### src/i2c_seq_map.vh
/*
 * Constants for the I2C master sequencer: bit timing, address header
 * pattern and counter widths.
 * Assumes the system clock runs at 50 MHz and that every file which
 * needs these names includes this header by its bare name.
 */
`ifndef I2C_SEQ_MAP_VH
`define I2C_SEQ_MAP_VH

// ----------------------------------------------------------------------
// Timing
// ----------------------------------------------------------------------
// System clock period in ns.
`define I2C_CLK_NS        20
// Quarter bit time in ns, standard mode (100 kHz) and fast mode (400 kHz).
`define I2C_QTR_STD_NS    2500
`define I2C_QTR_FAST_NS   625
// Quarter bit times in clock cycles; least times round up.
`define I2C_QTR_STD_CYC   ((`I2C_QTR_STD_NS + `I2C_CLK_NS - 1) / `I2C_CLK_NS)
`define I2C_QTR_FAST_CYC  ((`I2C_QTR_FAST_NS + `I2C_CLK_NS - 1) / `I2C_CLK_NS)
// Width of the quarter bit counter.
`define I2C_QTR_W         8

// ----------------------------------------------------------------------
// Addressing
// ----------------------------------------------------------------------
// Upper five bits of a 10-bit address header byte.
`define I2C_HDR_PATTERN   5'h1E
// Index of the acknowledge slot within a nine clock transaction.
`define I2C_ACK_IDX       4'h8
// First bit index at which a misplaced condition counts as bus error.
`define I2C_BUS_ERROR_FLAG_IDX      4'h2

`endif

### src/i2c_master_sequencer.v
/*
 * Master mode transfer sequencer of a multimaster I2C interface: start,
 * 7- and 10-bit address, byte handshakes with SCL stretching, stop,
 * error cases and the shared interrupt request.
 * Assumes register accesses arrive as one-cycle strobes on sys_clk_i
 * and that SCL and SDA are open-drain lines with external pull-ups.
 */
`timescale 1ns/100ps
`include "i2c_seq_map.vh"

module i2c_master_sequencer (
	input  wire       sys_clk_i,
	input  wire       rst_i,
	input  wire       ce_i,
	input  wire       halt_i,
	input  wire       global_mask_i,
	input  wire       periph_enable_i,
	input  wire       ack_enable_i,
	input  wire       irq_enable_i,
	input  wire       fast_mode_i,
	input  wire       start_set_i,
	input  wire       stop_set_i,
	input  wire       stop_clr_i,
	input  wire       rd_sr1_i,
	input  wire       rd_sr2_i,
	input  wire       rd_dr_i,
	input  wire       wr_dr_i,
	input  wire       wr_cr_i,
	input  wire [7:0] wr_data_i,
	input  wire       scl_i,
	input  wire       sda_i,
	output wire       scl_o,
	output wire       scl_oe_n_o,
	output wire       sda_o,
	output wire       sda_oe_n_o,
	output reg  [7:0] data_o,
	output reg        start_req_o,
	output reg        stop_req_o,
	output wire       event_flag_o,
	output reg        header_sent_flag_o,
	output reg        byte_done_flag_o,
	output reg        transmit_flag_o,
	output reg        busy_flag_o,
	output reg        master_select_flag_o,
	output reg        start_sent_flag_o,
	output reg        nack_flag_o,
	output reg        stop_seen_flag_o,
	output reg        arb_lost_flag_o,
	output reg        bus_error_flag_o,
	output wire       irq_o
);

	// ------------------------------------------------------------------
	// States and hold reasons
	// ------------------------------------------------------------------
	localparam [2:0] S_IDLE  = 3'h0;
	localparam [2:0] S_START = 3'h1;
	localparam [2:0] S_HOLD  = 3'h2;
	localparam [2:0] S_BIT   = 3'h3;
	localparam [2:0] S_STOP  = 3'h4;
	localparam [2:0] S_FREE  = 3'h5;

	localparam [2:0] H_SB    = 3'h0;
	localparam [2:0] H_HEADER_SENT_FLAG = 3'h1;
	localparam [2:0] H_ADDR  = 3'h2;
	localparam [2:0] H_TX    = 3'h3;
	localparam [2:0] H_RX    = 3'h4;

	reg  [2:0] state;
	reg  [2:0] hold;
	reg  [1:0] phase;
	reg  [3:0] bit_idx;
	reg  [7:0] shift;
	reg        is_addr;
	reg        is_hdr;
	reg        rx_dir;
	reg        addr_done;
	reg        sr1_seen;
	reg        scl_drv;
	reg        sda_drv;
	reg        stop_prev;
	reg        no_stop_evt;

	wire run;
	wire scl_s;
	wire sda_s;
	wire start_det;
	wire stop_det;
	wire tick;
	wire timer_idle;
	wire rx_byte;
	wire ack_slot;
	wire hi_wait;
	wire step;
	wire last_q;
	wire hdr_wr;

	// Halt freezes every flop; the clock enable does the same.
	assign run = ce_i & ~halt_i;
	assign timer_idle = (state == S_IDLE) | (state == S_HOLD) |
	                    (state == S_FREE);

	// ------------------------------------------------------------------
	// Submodules
	// ------------------------------------------------------------------
	i2c_line_monitor u_mon (
		.sys_clk_i   (sys_clk_i),
		.rst_i       (rst_i),
		.en_i        (run),
		.scl_i       (scl_i),
		.sda_i       (sda_i),
		.scl_o       (scl_s),
		.sda_o       (sda_s),
		.start_det_o (start_det),
		.stop_det_o  (stop_det)
	);

	i2c_bit_timer u_tmr (
		.sys_clk_i (sys_clk_i),
		.rst_i     (rst_i),
		.en_i      (run),
		.restart_i (timer_idle),
		.fast_i    (fast_mode_i),
		.tick_o    (tick)
	);

	// ------------------------------------------------------------------
	// Bit phase helpers
	// ------------------------------------------------------------------
	// Phase 2 waits for SCL really high, so a slave may stretch it.
	assign hi_wait  = (phase == 2'h2) & ~scl_s;
	assign step     = tick & ~hi_wait;
	assign last_q   = step & (phase == 2'h3);
	assign ack_slot = (bit_idx == `I2C_ACK_IDX);
	assign rx_byte  = rx_dir & ~is_addr;
	assign hdr_wr   = (wr_data_i[7:3] == `I2C_HDR_PATTERN);

	// ------------------------------------------------------------------
	// Pins
	// ------------------------------------------------------------------
	// Open drain: output value is always low, enable low while pulling.
	// In halt the lines are let go, so no bus traffic is acknowledged.
	assign scl_o      = 1'b0;
	assign sda_o      = 1'b0;
	assign scl_oe_n_o = ~(scl_drv & ~halt_i);
	assign sda_oe_n_o = ~(sda_drv & ~halt_i);

	// ------------------------------------------------------------------
	// Interrupt
	// ------------------------------------------------------------------
	// Every event ORs into one flag and one level request, so the line
	// stays high until the last pending flag has been cleared.
	assign event_flag_o = start_sent_flag_o | header_sent_flag_o |
	                      byte_done_flag_o | nack_flag_o |
	                      arb_lost_flag_o | bus_error_flag_o |
	                      stop_seen_flag_o | addr_done;
	// The request also wakes the processor from wait; in halt no flag can
	// change, but a pending flag still drives it, as halt_i does not gate it.
	assign irq_o = event_flag_o & irq_enable_i &
	               ~global_mask_i;

	// ------------------------------------------------------------------
	// Sequencer
	// ------------------------------------------------------------------
	// One process holds the state machine and all flags so each flag
	// has a single owner; sets are written after clears so a set in the
	// same cycle as its clear wins, except for busy and the start and stop requests.
	always @(posedge sys_clk_i) begin
		if (rst_i) begin
			state                <= S_IDLE;
			hold                 <= H_SB;
			phase                <= 2'h0;
			bit_idx              <= 4'h0;
			shift                <= 8'h00;
			is_addr              <= 1'b0;
			is_hdr               <= 1'b0;
			rx_dir               <= 1'b0;
			addr_done            <= 1'b0;
			sr1_seen             <= 1'b0;
			scl_drv              <= 1'b0;
			sda_drv              <= 1'b0;
			stop_prev            <= 1'b0;
			no_stop_evt          <= 1'b0;
			data_o               <= 8'h00;
			start_req_o          <= 1'b0;
			stop_req_o           <= 1'b0;
			header_sent_flag_o   <= 1'b0;
			byte_done_flag_o     <= 1'b0;
			transmit_flag_o      <= 1'b0;
			busy_flag_o          <= 1'b0;
			master_select_flag_o <= 1'b0;
			start_sent_flag_o    <= 1'b0;
			nack_flag_o          <= 1'b0;
			stop_seen_flag_o     <= 1'b0;
			arb_lost_flag_o      <= 1'b0;
			bus_error_flag_o     <= 1'b0;
		end else if (run) begin
			// Stop request is software owned, kept while disabled.
			if (stop_set_i)
				stop_req_o <= 1'b1;
			if (stop_clr_i)
				stop_req_o <= 1'b0;
			stop_prev <= stop_req_o;

			// Bus busy tracks conditions even without the peripheral.
			if (start_det)
				busy_flag_o <= 1'b1;
			if (stop_det)
				busy_flag_o <= 1'b0;

			if (!periph_enable_i) begin
				// Disabled: control and status drop except stop request and busy, lines released.
				state                <= S_IDLE;
				scl_drv              <= 1'b0;
				sda_drv              <= 1'b0;
				sr1_seen             <= 1'b0;
				addr_done            <= 1'b0;
				no_stop_evt          <= 1'b0;
				start_req_o          <= 1'b0;
				header_sent_flag_o   <= 1'b0;
				byte_done_flag_o     <= 1'b0;
				transmit_flag_o      <= 1'b0;
				master_select_flag_o <= 1'b0;
				start_sent_flag_o    <= 1'b0;
				nack_flag_o          <= 1'b0;
				stop_seen_flag_o     <= 1'b0;
				arb_lost_flag_o      <= 1'b0;
				bus_error_flag_o     <= 1'b0;
			end else begin
				if (start_set_i)
					start_req_o <= 1'b1;
				if (rd_sr1_i && event_flag_o)
					sr1_seen <= 1'b1;

				// Error flags clear on a status two read.
				if (rd_sr2_i) begin
					nack_flag_o      <= 1'b0;
					stop_seen_flag_o <= 1'b0;
					arb_lost_flag_o  <= 1'b0;
					bus_error_flag_o <= 1'b0;
				end

				// Slave side release after a nack: status one read drops
				// nack, a stop pulse or an all-ones write drops byte done.
				if (!master_select_flag_o) begin
					if (rd_sr1_i)
						nack_flag_o <= 1'b0;
					if (byte_done_flag_o && stop_prev && !stop_req_o) begin
						byte_done_flag_o <= 1'b0;
						transmit_flag_o  <= 1'b0;
						no_stop_evt      <= 1'b1;
					end
					if (wr_dr_i && wr_data_i == 8'hFF) begin
						byte_done_flag_o <= 1'b0;
						transmit_flag_o  <= 1'b0;
					end
				end

				// A Stop seen as slave raises its event unless the lines
				// were released by a stop pulse beforehand.
				if (stop_det) begin
					no_stop_evt     <= 1'b0;
					transmit_flag_o <= 1'b0;
					if (!master_select_flag_o && !no_stop_evt)
						stop_seen_flag_o <= 1'b1;
				end

				case (state)
				S_IDLE: begin
					scl_drv <= 1'b0;
					sda_drv <= 1'b0;
					// Start only on a free bus; a busy bus keeps it pending.
					if (start_req_o && !busy_flag_o) begin
						master_select_flag_o <= 1'b1;
						state                <= S_START;
						phase                <= 2'h0;
					end
				end

				S_START: begin
					if (step) begin
						phase <= phase + 2'h1;
						case (phase)
						2'h0: begin
							sda_drv <= 1'b0;
						end
						2'h1: begin
							scl_drv <= 1'b0;
						end
						2'h2: begin
							sda_drv <= 1'b1;
						end
						default: begin
							// Start is on the bus: flag it and hold SCL.
							scl_drv           <= 1'b1;
							start_req_o       <= 1'b0;
							start_sent_flag_o <= 1'b1;
							sr1_seen          <= 1'b0;
							hold              <= H_SB;
							state             <= S_HOLD;
						end
						endcase
					end else if (phase == 2'h0) begin
						scl_drv <= 1'b1;
					end
				end

				S_HOLD: begin
					scl_drv <= 1'b1;
					// Repeated start ends any hold but the start hold; stop ends a transmit hold, or a receive hold on a data read.
					if (start_req_o && hold != H_SB) begin
						state <= S_START;
						phase <= 2'h0;
					end else if (stop_req_o && (hold == H_TX ||
					             (hold == H_RX && rd_dr_i))) begin
						byte_done_flag_o <= 1'b0;
						transmit_flag_o  <= 1'b0;
						sr1_seen         <= 1'b0;
						state            <= S_STOP;
						phase            <= 2'h0;
					end else begin
						case (hold)
						H_SB: begin
							// Address goes out only after read then write.
							if (sr1_seen && wr_dr_i) begin
								start_sent_flag_o <= 1'b0;
								shift   <= wr_data_i;
								is_addr <= 1'b1;
								// A header with lsb clear asks for a second byte;
								// otherwise one byte and its lsb is the direction.
								is_hdr  <= hdr_wr & ~wr_data_i[0];
								rx_dir  <= wr_data_i[0];
								state   <= S_BIT;
							end
						end
						H_HEADER_SENT_FLAG: begin
							if (sr1_seen && wr_dr_i) begin
								header_sent_flag_o <= 1'b0;
								shift  <= wr_data_i;
								is_hdr <= 1'b0;
								state  <= S_BIT;
							end
						end
						H_ADDR: begin
							// Control write after status read clears the address event; reads go on at once, writes then wait for data.
							if (sr1_seen && wr_cr_i) begin
								addr_done <= 1'b0;
								is_addr   <= 1'b0;
								if (rx_dir) begin
									sr1_seen <= 1'b0;
									state    <= S_BIT;
								end else begin
									hold <= H_TX;
								end
							end
						end
						H_TX: begin
							if (sr1_seen && wr_dr_i) begin
								byte_done_flag_o <= 1'b0;
								transmit_flag_o  <= 1'b0;
								shift            <= wr_data_i;
								state            <= S_BIT;
							end
						end
						default: begin
							if (sr1_seen && rd_dr_i) begin
								byte_done_flag_o <= 1'b0;
								state            <= S_BIT;
							end
						end
						endcase
					end
					if (state != S_HOLD || phase != 2'h0) begin
						phase   <= 2'h0;
						bit_idx <= 4'h0;
					end
					if (hold == H_SB || !sr1_seen || wr_dr_i || rd_dr_i ||
					    wr_cr_i) begin
						bit_idx <= 4'h0;
					end
				end

				S_BIT: begin
					if (sr1_seen)
						sr1_seen <= 1'b0;
					if (step) begin
						phase <= phase + 2'h1;
						case (phase)
						2'h0: begin
							// Set SDA while SCL is low.
							if (ack_slot)
								sda_drv <= rx_byte & ack_enable_i;
							else
								sda_drv <= ~rx_byte & ~shift[7];
						end
						2'h1: begin
							scl_drv <= 1'b0;
						end
						2'h2: begin
							scl_drv <= 1'b0;
						end
						default: begin
							scl_drv <= 1'b1;
							bit_idx <= bit_idx + 4'h1;
							if (!ack_slot) begin
								shift <= {shift[6:0], sda_s};
								// Sent a one but the line reads zero.
								if (!rx_byte && shift[7] && !sda_s) begin
									arb_lost_flag_o      <= 1'b1;
									master_select_flag_o <= 1'b0;
									scl_drv              <= 1'b0;
									sda_drv              <= 1'b0;
									state                <= S_IDLE;
								end
							end else begin
								bit_idx <= 4'h0;
								if (rx_byte) begin
									data_o           <= shift;
									byte_done_flag_o <= 1'b1;
									hold             <= H_RX;
									state            <= S_HOLD;
								end else if (sda_s) begin
									// No SCL stretch after a nack.
									nack_flag_o <= 1'b1;
									scl_drv     <= 1'b0;
									state       <= S_FREE;
								end else if (is_addr && is_hdr) begin
									header_sent_flag_o <= 1'b1;
									hold               <= H_HEADER_SENT_FLAG;
									state              <= S_HOLD;
								end else if (is_addr) begin
									addr_done <= 1'b1;
									hold      <= H_ADDR;
									state     <= S_HOLD;
								end else if (stop_req_o) begin
									state <= S_STOP;
								end else begin
									byte_done_flag_o <= 1'b1;
									transmit_flag_o  <= 1'b1;
									hold             <= H_TX;
									state            <= S_HOLD;
								end
							end
						end
						endcase
					end
					// Early status two read: the nack stays set through
					// the high part of the ninth clock.
					if (ack_slot && !rx_byte && phase == 2'h3 && scl_s &&
					    sda_s) begin
						nack_flag_o <= 1'b1;
					end
					// Misplaced conditions inside a byte.
					if (start_det || stop_det) begin
						if (bit_idx < `I2C_BUS_ERROR_FLAG_IDX) begin
							busy_flag_o <= 1'b0;
						end else begin
							bus_error_flag_o <= 1'b1;
							busy_flag_o      <= 1'b0;
							scl_drv          <= 1'b0;
							state            <= S_FREE;
						end
					end
				end

				S_STOP: begin
					if (step) begin
						phase <= phase + 2'h1;
						case (phase)
						2'h0: begin
							scl_drv <= 1'b1;
							sda_drv <= 1'b1;
						end
						2'h1: begin
							scl_drv <= 1'b0;
						end
						2'h2: begin
							sda_drv <= 1'b0;
						end
						default: begin
							// Stop placed: drop the request and mastership.
							stop_req_o           <= 1'b0;
							master_select_flag_o <= 1'b0;
							state                <= S_IDLE;
						end
						endcase
					end
				end

				S_FREE: begin
					// SCL left free; SDA keeps its last level until the
					// software asks for a start or a stop.
					scl_drv <= 1'b0;
					if (start_req_o) begin
						sda_drv <= 1'b0;
						state   <= S_START;
						phase   <= 2'h0;
					end else if (stop_req_o) begin
						state <= S_STOP;
						phase <= 2'h0;
					end
				end

				default: begin
					state <= S_IDLE;
				end
				endcase
			end
		end
	end

endmodule // i2c_master_sequencer

### src/i2c_line_monitor.v
/*
 * Bus line monitor: synchronises SCL and SDA to the system clock and
 * finds Start and Stop conditions on the bus.
 * Assumes the pins are asynchronous to sys_clk_i and much slower.
 */
`timescale 1ns/100ps

module i2c_line_monitor (
	input  wire sys_clk_i,
	input  wire rst_i,
	input  wire en_i,
	input  wire scl_i,
	input  wire sda_i,
	output reg  scl_o,
	output reg  sda_o,
	output wire start_det_o,
	output wire stop_det_o
);

	// ------------------------------------------------------------------
	// Synchronisers
	// ------------------------------------------------------------------
	reg scl_m;
	reg sda_m;
	reg sda_d;

	// Two flops per pin; the first flop feeds only the second.
	always @(posedge sys_clk_i) begin
		if (rst_i) begin
			scl_m <= 1'b1;
			sda_m <= 1'b1;
			scl_o <= 1'b1;
			sda_o <= 1'b1;
			sda_d <= 1'b1;
		end else if (en_i) begin
			scl_m <= scl_i;
			sda_m <= sda_i;
			scl_o <= scl_m;
			sda_o <= sda_m;
			sda_d <= sda_o;
		end
	end

	// ------------------------------------------------------------------
	// Condition detect
	// ------------------------------------------------------------------
	// SDA moving while SCL stays high marks a Start or a Stop.
	assign start_det_o = en_i & scl_o & sda_d & ~sda_o;
	assign stop_det_o  = en_i & scl_o & ~sda_d & sda_o;

endmodule // i2c_line_monitor

### src/i2c_bit_timer.v
/*
 * Quarter bit timer: emits one tick per quarter of an SCL period.
 * Assumes restart_i is held while the sequencer needs no timing.
 */
`timescale 1ns/100ps
`include "i2c_seq_map.vh"

module i2c_bit_timer (
	input  wire sys_clk_i,
	input  wire rst_i,
	input  wire en_i,
	input  wire restart_i,
	input  wire fast_i,
	output wire tick_o
);

	// ------------------------------------------------------------------
	// Counter
	// ------------------------------------------------------------------
	// Counts are worked out as integers and cut to the counter width.
	localparam integer          STD_END   = `I2C_QTR_STD_CYC - 1;
	localparam integer          FAST_END  = `I2C_QTR_FAST_CYC - 1;
	localparam [`I2C_QTR_W-1:0] STD_LAST  = STD_END[`I2C_QTR_W-1:0];
	localparam [`I2C_QTR_W-1:0] FAST_LAST = FAST_END[`I2C_QTR_W-1:0];

	reg  [`I2C_QTR_W-1:0] count;
	wire [`I2C_QTR_W-1:0] last;

	assign last   = fast_i ? FAST_LAST : STD_LAST;
	assign tick_o = en_i & ~restart_i & (count == last);

	// Free running between restarts so each quarter has equal length.
	always @(posedge sys_clk_i) begin
		if (rst_i) begin
			count <= {`I2C_QTR_W{1'b0}};
		end else if (en_i) begin
			if (restart_i || count == last)
				count <= {`I2C_QTR_W{1'b0}};
			else
				count <= count + 1'b1;
		end
	end

endmodule // i2c_bit_timer

### config.mk
export PLATFORM = sky130hd
export DESIGN_NAME = i2c_master_sequencer
export DESIGN_NICKNAME = d
export VERILOG_FILES = /design/src/i2c_master_sequencer.v /design/src/i2c_line_monitor.v /design/src/i2c_bit_timer.v
export VERILOG_INCLUDE_DIRS = /design/src
export SDC_FILE = /design/constraint.sdc
export NUM_CORES = 1
export LEC_CHECK = 0
export BUFFER_PORTS_ARGS = -buffer_cell sky130_fd_sc_hd__clkbuf_2
export CAP_MARGIN = 20
export CORE_MARGIN = 5
export CORE_UTILIZATION = 30
export CTS_BUF_LIST = sky130_fd_sc_hd__clkbuf_16
export DETAILED_ROUTE_END_ITERATION = 8
export GPL_TIMING_DRIVEN = 1
export RECOVER_POWER = 25
export SKIP_CTS_REPAIR_TIMING = 1
export SLEW_MARGIN = 40
export SYNTH_ARGS = -nofsm -noshare
export SYNTH_HDL_FRONTEND = slang
export SYNTH_SLANG_ARGS = --single-unit
### constraint.sdc
create_clock -name sys_clk_i -period 5.8 [get_ports sys_clk_i]
set_clock_uncertainty 0.15 [all_clocks]
set_input_delay 0 -clock sys_clk_i [delete_from_list [all_inputs] [get_ports sys_clk_i]]
set_output_delay 0 -clock sys_clk_i [all_outputs]
set_load 0.005 [all_outputs]
==> impl_metrics.yaml <==
outcome:
  status: "completed"
global_routing:
  grt_overflow: 0
  grt_pass1_wl_um: 20400
  gr-usage-all-layers: 0.158
  antenna_violations_before_repair: 0
  grt_start_max_net_pins: 58
  first_global_vias: 3844
timing:
  timing.final.max_slew_violations: 0
  timing.hold.ws_ps: 46.9
  tns_ps: 0
  max_freq_mhz: 317
  final.period_utilization: 0.545
  max_slew_margin: 0.366
  finalWorstSetupSlack_ps: 2640
  fin_crit_ps: 3160
  worst_slew_pin_slew_ps: 951
  rsz0062_at_grt: "false"
  final_setup_violation_count: 0
  hold_viol: 0
drt:
  detail_route.wirelength_um: 12900
  dr.pass1.iters: 5
  avgViaCountPerCell: 5.72
  antenna_left: 0
  drc_markers: 0
  route.detailed.wl_per_inst_um: 17.6
  detailedRoute.firstIterationViolations: 445
  vias: 4196
die:
  die_w_um: 126
  initial_utilization: 0.304
  ios: 53
  chipHeight_um: 126
  design.die.area_um2: 15800
  std_cell_rows: 42
  floorplan.core_area_um2: 13200
synthesis:
  ys.flop_type: "sky130_fd_sc_hd__dfxtp_1"
  synthesis.area_um2: 4020
  synth.yosys.seq_area_share: 0.309
  cell_types_with_the_highest_counts_after_synthesis: "62 x sky130_fd_sc_hd__dfxtp_1, 49 x sky130_fd_sc_hd__a21oi_1, 47 x sky130_fd_sc_hd__nand2_1"
  synth_area_per_cell_um2: 7.87
  synth_most_common_cell: "sky130_fd_sc_hd__dfxtp_1"
  synth_warnings: 0
  yosysTopAreaCellShare: 0.309
  synthDominantAreaCellType: "sky130_fd_sc_hd__dfxtp_1"
  synth-edff-count: 0
  yosys-top-cells-area: "sky130_fd_sc_hd__dfxtp_1 31%, sky130_fd_sc_hd__a21oi_1 6.1%, sky130_fd_sc_hd__mux2i_1 4.7%, sky130_fd_sc_hd__nand2_1 4.4%, sky130_fd_sc_hd__nor2_1 4.0%"
  postSynth.asyncResetShare: 0
  synth_cell_type_count: 77
  synth_seq_cells: 62
  number_of_instances_in_the_synthesized_netlist: 510
setup_path:
  rrSetupSlack_ps: 2640
  worst_setup_path_start_kind: "register"
  critical_path_required_ps: 5870
  rr_endpoint: "state[1]$_SDFFE_PP0P_"
  critical_path_peak_fanout: 19
  worstRegToRegCells: 6
  critical_path.endpoint_type: "register"
  cp.arrival_ps: 3230
  timing_worst_setup_path_type: "reg2reg"
  r2r_start: "state[1]$_SDFFE_PP0P_"
power:
  p_leak_nw: 1.78
  pwr_density_cell_nw_per_um2: 213
  irDropWorstVdd_v: 0.000178
placed_design:
  post_dp_area_um2: 4340
  numPortBuffers: 50
  place.gp.congestion: 0.915
  dp_worst_setup_slack_ps: 2320
  dpl.hpwl_um: 9040
layout:
  area.sequential_um2: 1240
  fin_area_um2: 4750
  insertedDiodeCount: 0
  areaGrowthSynthToFinish_pct: 18.4
  fin_nets: 587
  final_layout_size_suffix_gt1_frac: 0.127
  multiInputGateArea_um2: 2570
  layout.filler_cells: 1388
clock_network:
  cts_buffers: 9
  cts_sinks: 62
  cts_tree: "yes"
  clkSlewWorstSetupHoldPaths_ps: 60
  clock_insertion_delay_worst_skew_ps: 340
  cts-root-buf: "sky130_fd_sc_hd__clkbuf_16"
  max-clock-path-buffers: 2
  h_tree_depth: 3
job:
  drv.max_cap_violation_count: 0
min_path:
  holdCritPathClass: "in2reg"
  hold-path-endpoint: "is_addr$_SDFFE_PP0P_"
  min-delay-start: "wr_cr_i"
  worstHoldPathCells: 5
-- power by group --
part	leakage, nW	total [mW]	internal [mW]	switching (mW)
sequential	0.502	0.443	0.431	0.0125
clock	0.141	0.488	0.286	0.202
combinational	1.14	0.0792	0.0333	0.0460
total	1.78	1.01	0.750	0.260
-- final cells by class --
| cell class | count | share of cell area |
|---|---|---|
| clock buffers | 9 | 0.0474 |
| clock inverters | 7 | 0.00869 |
| inverters | 12 | 0.00948 |
| multi-input cells | 399 | 0.541 |
| flip-flops and latches | 62 | 0.262 |
| well taps | 176 | 0.0463 |
| repair buffers | 68 | 0.0858 |
-- worst max-delay path, cell delays in order (launching register included) --
cell	delay [ps]
sky130_fd_sc_hd__dfxtp_1	790
sky130_fd_sc_hd__nand3b_1	280
sky130_fd_sc_hd__o21ai_0	330
sky130_fd_sc_hd__o31ai_1	590
sky130_fd_sc_hd__o2111ai_1	300
sky130_fd_sc_hd__a21oi_1	260
sky130_fd_sc_hd__mux2_2	360
-- cell families after synthesis --
| family | synth area share |
|---|---|
| AOI/OAI and AO/OA | 0.249 |
| muxes | 0.0530 |
| xor gates and xnor gates | 0.0175 |
| buffers and inverters | 0.0527 |
| other | 0.000934 |
| adders and majority gates | 0.0274 |
| and+or+nand+nor | 0.290 |
| DFF | 0.309 |
-- cell usage in the layout, fill, tap and decap left out, types with 4 or more instances in the layout --
master | Yosys | layout
sky130_fd_sc_hd__o21a_1 | 5 | 5
sky130_fd_sc_hd__o31ai_1 | 6 | 6
sky130_fd_sc_hd__nand2_1 | 47 | 47
sky130_fd_sc_hd__a2111oi_0 | 4 | 4
sky130_fd_sc_hd__a21oi_1 | 49 | 49
sky130_fd_sc_hd__clkbuf_16 | 0 | 9
sky130_fd_sc_hd__dfxtp_1 | 62 | 60
sky130_fd_sc_hd__mux2i_1 | 19 | 19
sky130_fd_sc_hd__xor2_1 | 6 | 6
sky130_fd_sc_hd__nor4_1 | 6 | 6
sky130_fd_sc_hd__a211oi_1 | 12 | 12
sky130_fd_sc_hd__a311oi_1 | 5 | 5
sky130_fd_sc_hd__ha_1 | 8 | 8
sky130_fd_sc_hd__dlygate4sd3_1 | 0 | 15
sky130_fd_sc_hd__clkbuf_2 | 1 | 35
sky130_fd_sc_hd__nand3_1 | 11 | 11
sky130_fd_sc_hd__a31oi_1 | 5 | 5
sky130_fd_sc_hd__and3b_1 | 5 | 5
sky130_fd_sc_hd__nor2_1 | 43 | 43
sky130_fd_sc_hd__o21ai_0 | 21 | 21
sky130_fd_sc_hd__clkbuf_1 | 23 | 15
sky130_fd_sc_hd__or3_1 | 5 | 5
sky130_fd_sc_hd__nor3b_1 | 7 | 7
sky130_fd_sc_hd__nor3_1 | 15 | 15
sky130_fd_sc_hd__and3_1 | 6 | 6
sky130_fd_sc_hd__nor2b_1 | 10 | 9
sky130_fd_sc_hd__nand3b_1 | 11 | 11
sky130_fd_sc_hd__nand2b_1 | 14 | 14
sky130_fd_sc_hd__inv_1 | 11 | 12
sky130_fd_sc_hd__clkinv_2 | 0 | 4
sky130_fd_sc_hd__nand4_1 | 8 | 8
-- routing by layer --
layer  part of all wire  vias up  track usage  routed length [um]
met2               0.44      208        0.234                5730
met1               0.45     1981        0.224                5880
li1                   -     1974            -                   -
met4              0.024        0       0.0587                 313
met5                  0        -            0                   0
met3              0.078       33       0.0373                1000
-- worst max-delay path by stage --
stage                                            from                endpoint  slack, ps  cells past startpoint
after floorplan           u_tmr.count[5]$_SDFFE_PP0N_   state[1]$_SDFFE_PP0P_       3500                      6
after global placement          state[0]$_SDFFE_PP0P_  addr_done$_SDFFE_PP0P_       2520                      6
after detailed placement        state[0]$_SDFFE_PP0P_  addr_done$_SDFFE_PP0P_       2320                      6
after CTS                       state[0]$_SDFFE_PP0P_  addr_done$_SDFFE_PP0P_       2280                      6
after global routing            state[1]$_SDFFE_PP0P_   state[1]$_SDFFE_PP0P_       2540                      6
final                           state[1]$_SDFFE_PP0P_   state[1]$_SDFFE_PP0P_       2640                      6
-- sequential cells by signal, summed over array words and instances (netlist names), 2 cells and up --
name and flops:
phase 2, shift 8, u_tmr.count 8, data_o 8
bit_idx 4, state 3, hold 3
-- stage by stage --
step	instances	power, mW	util
2_1_floorplan	511	0.495	-
3_3_place_gp	701	0.521	0.329
3_5_place_dp	701	0.522	0.329
4_1_cts	717	1.01	0.349
5_1_grt	733	1.05	0.360
6_report	733	1.01	0.360
Power figures use the tool's default switching activity.
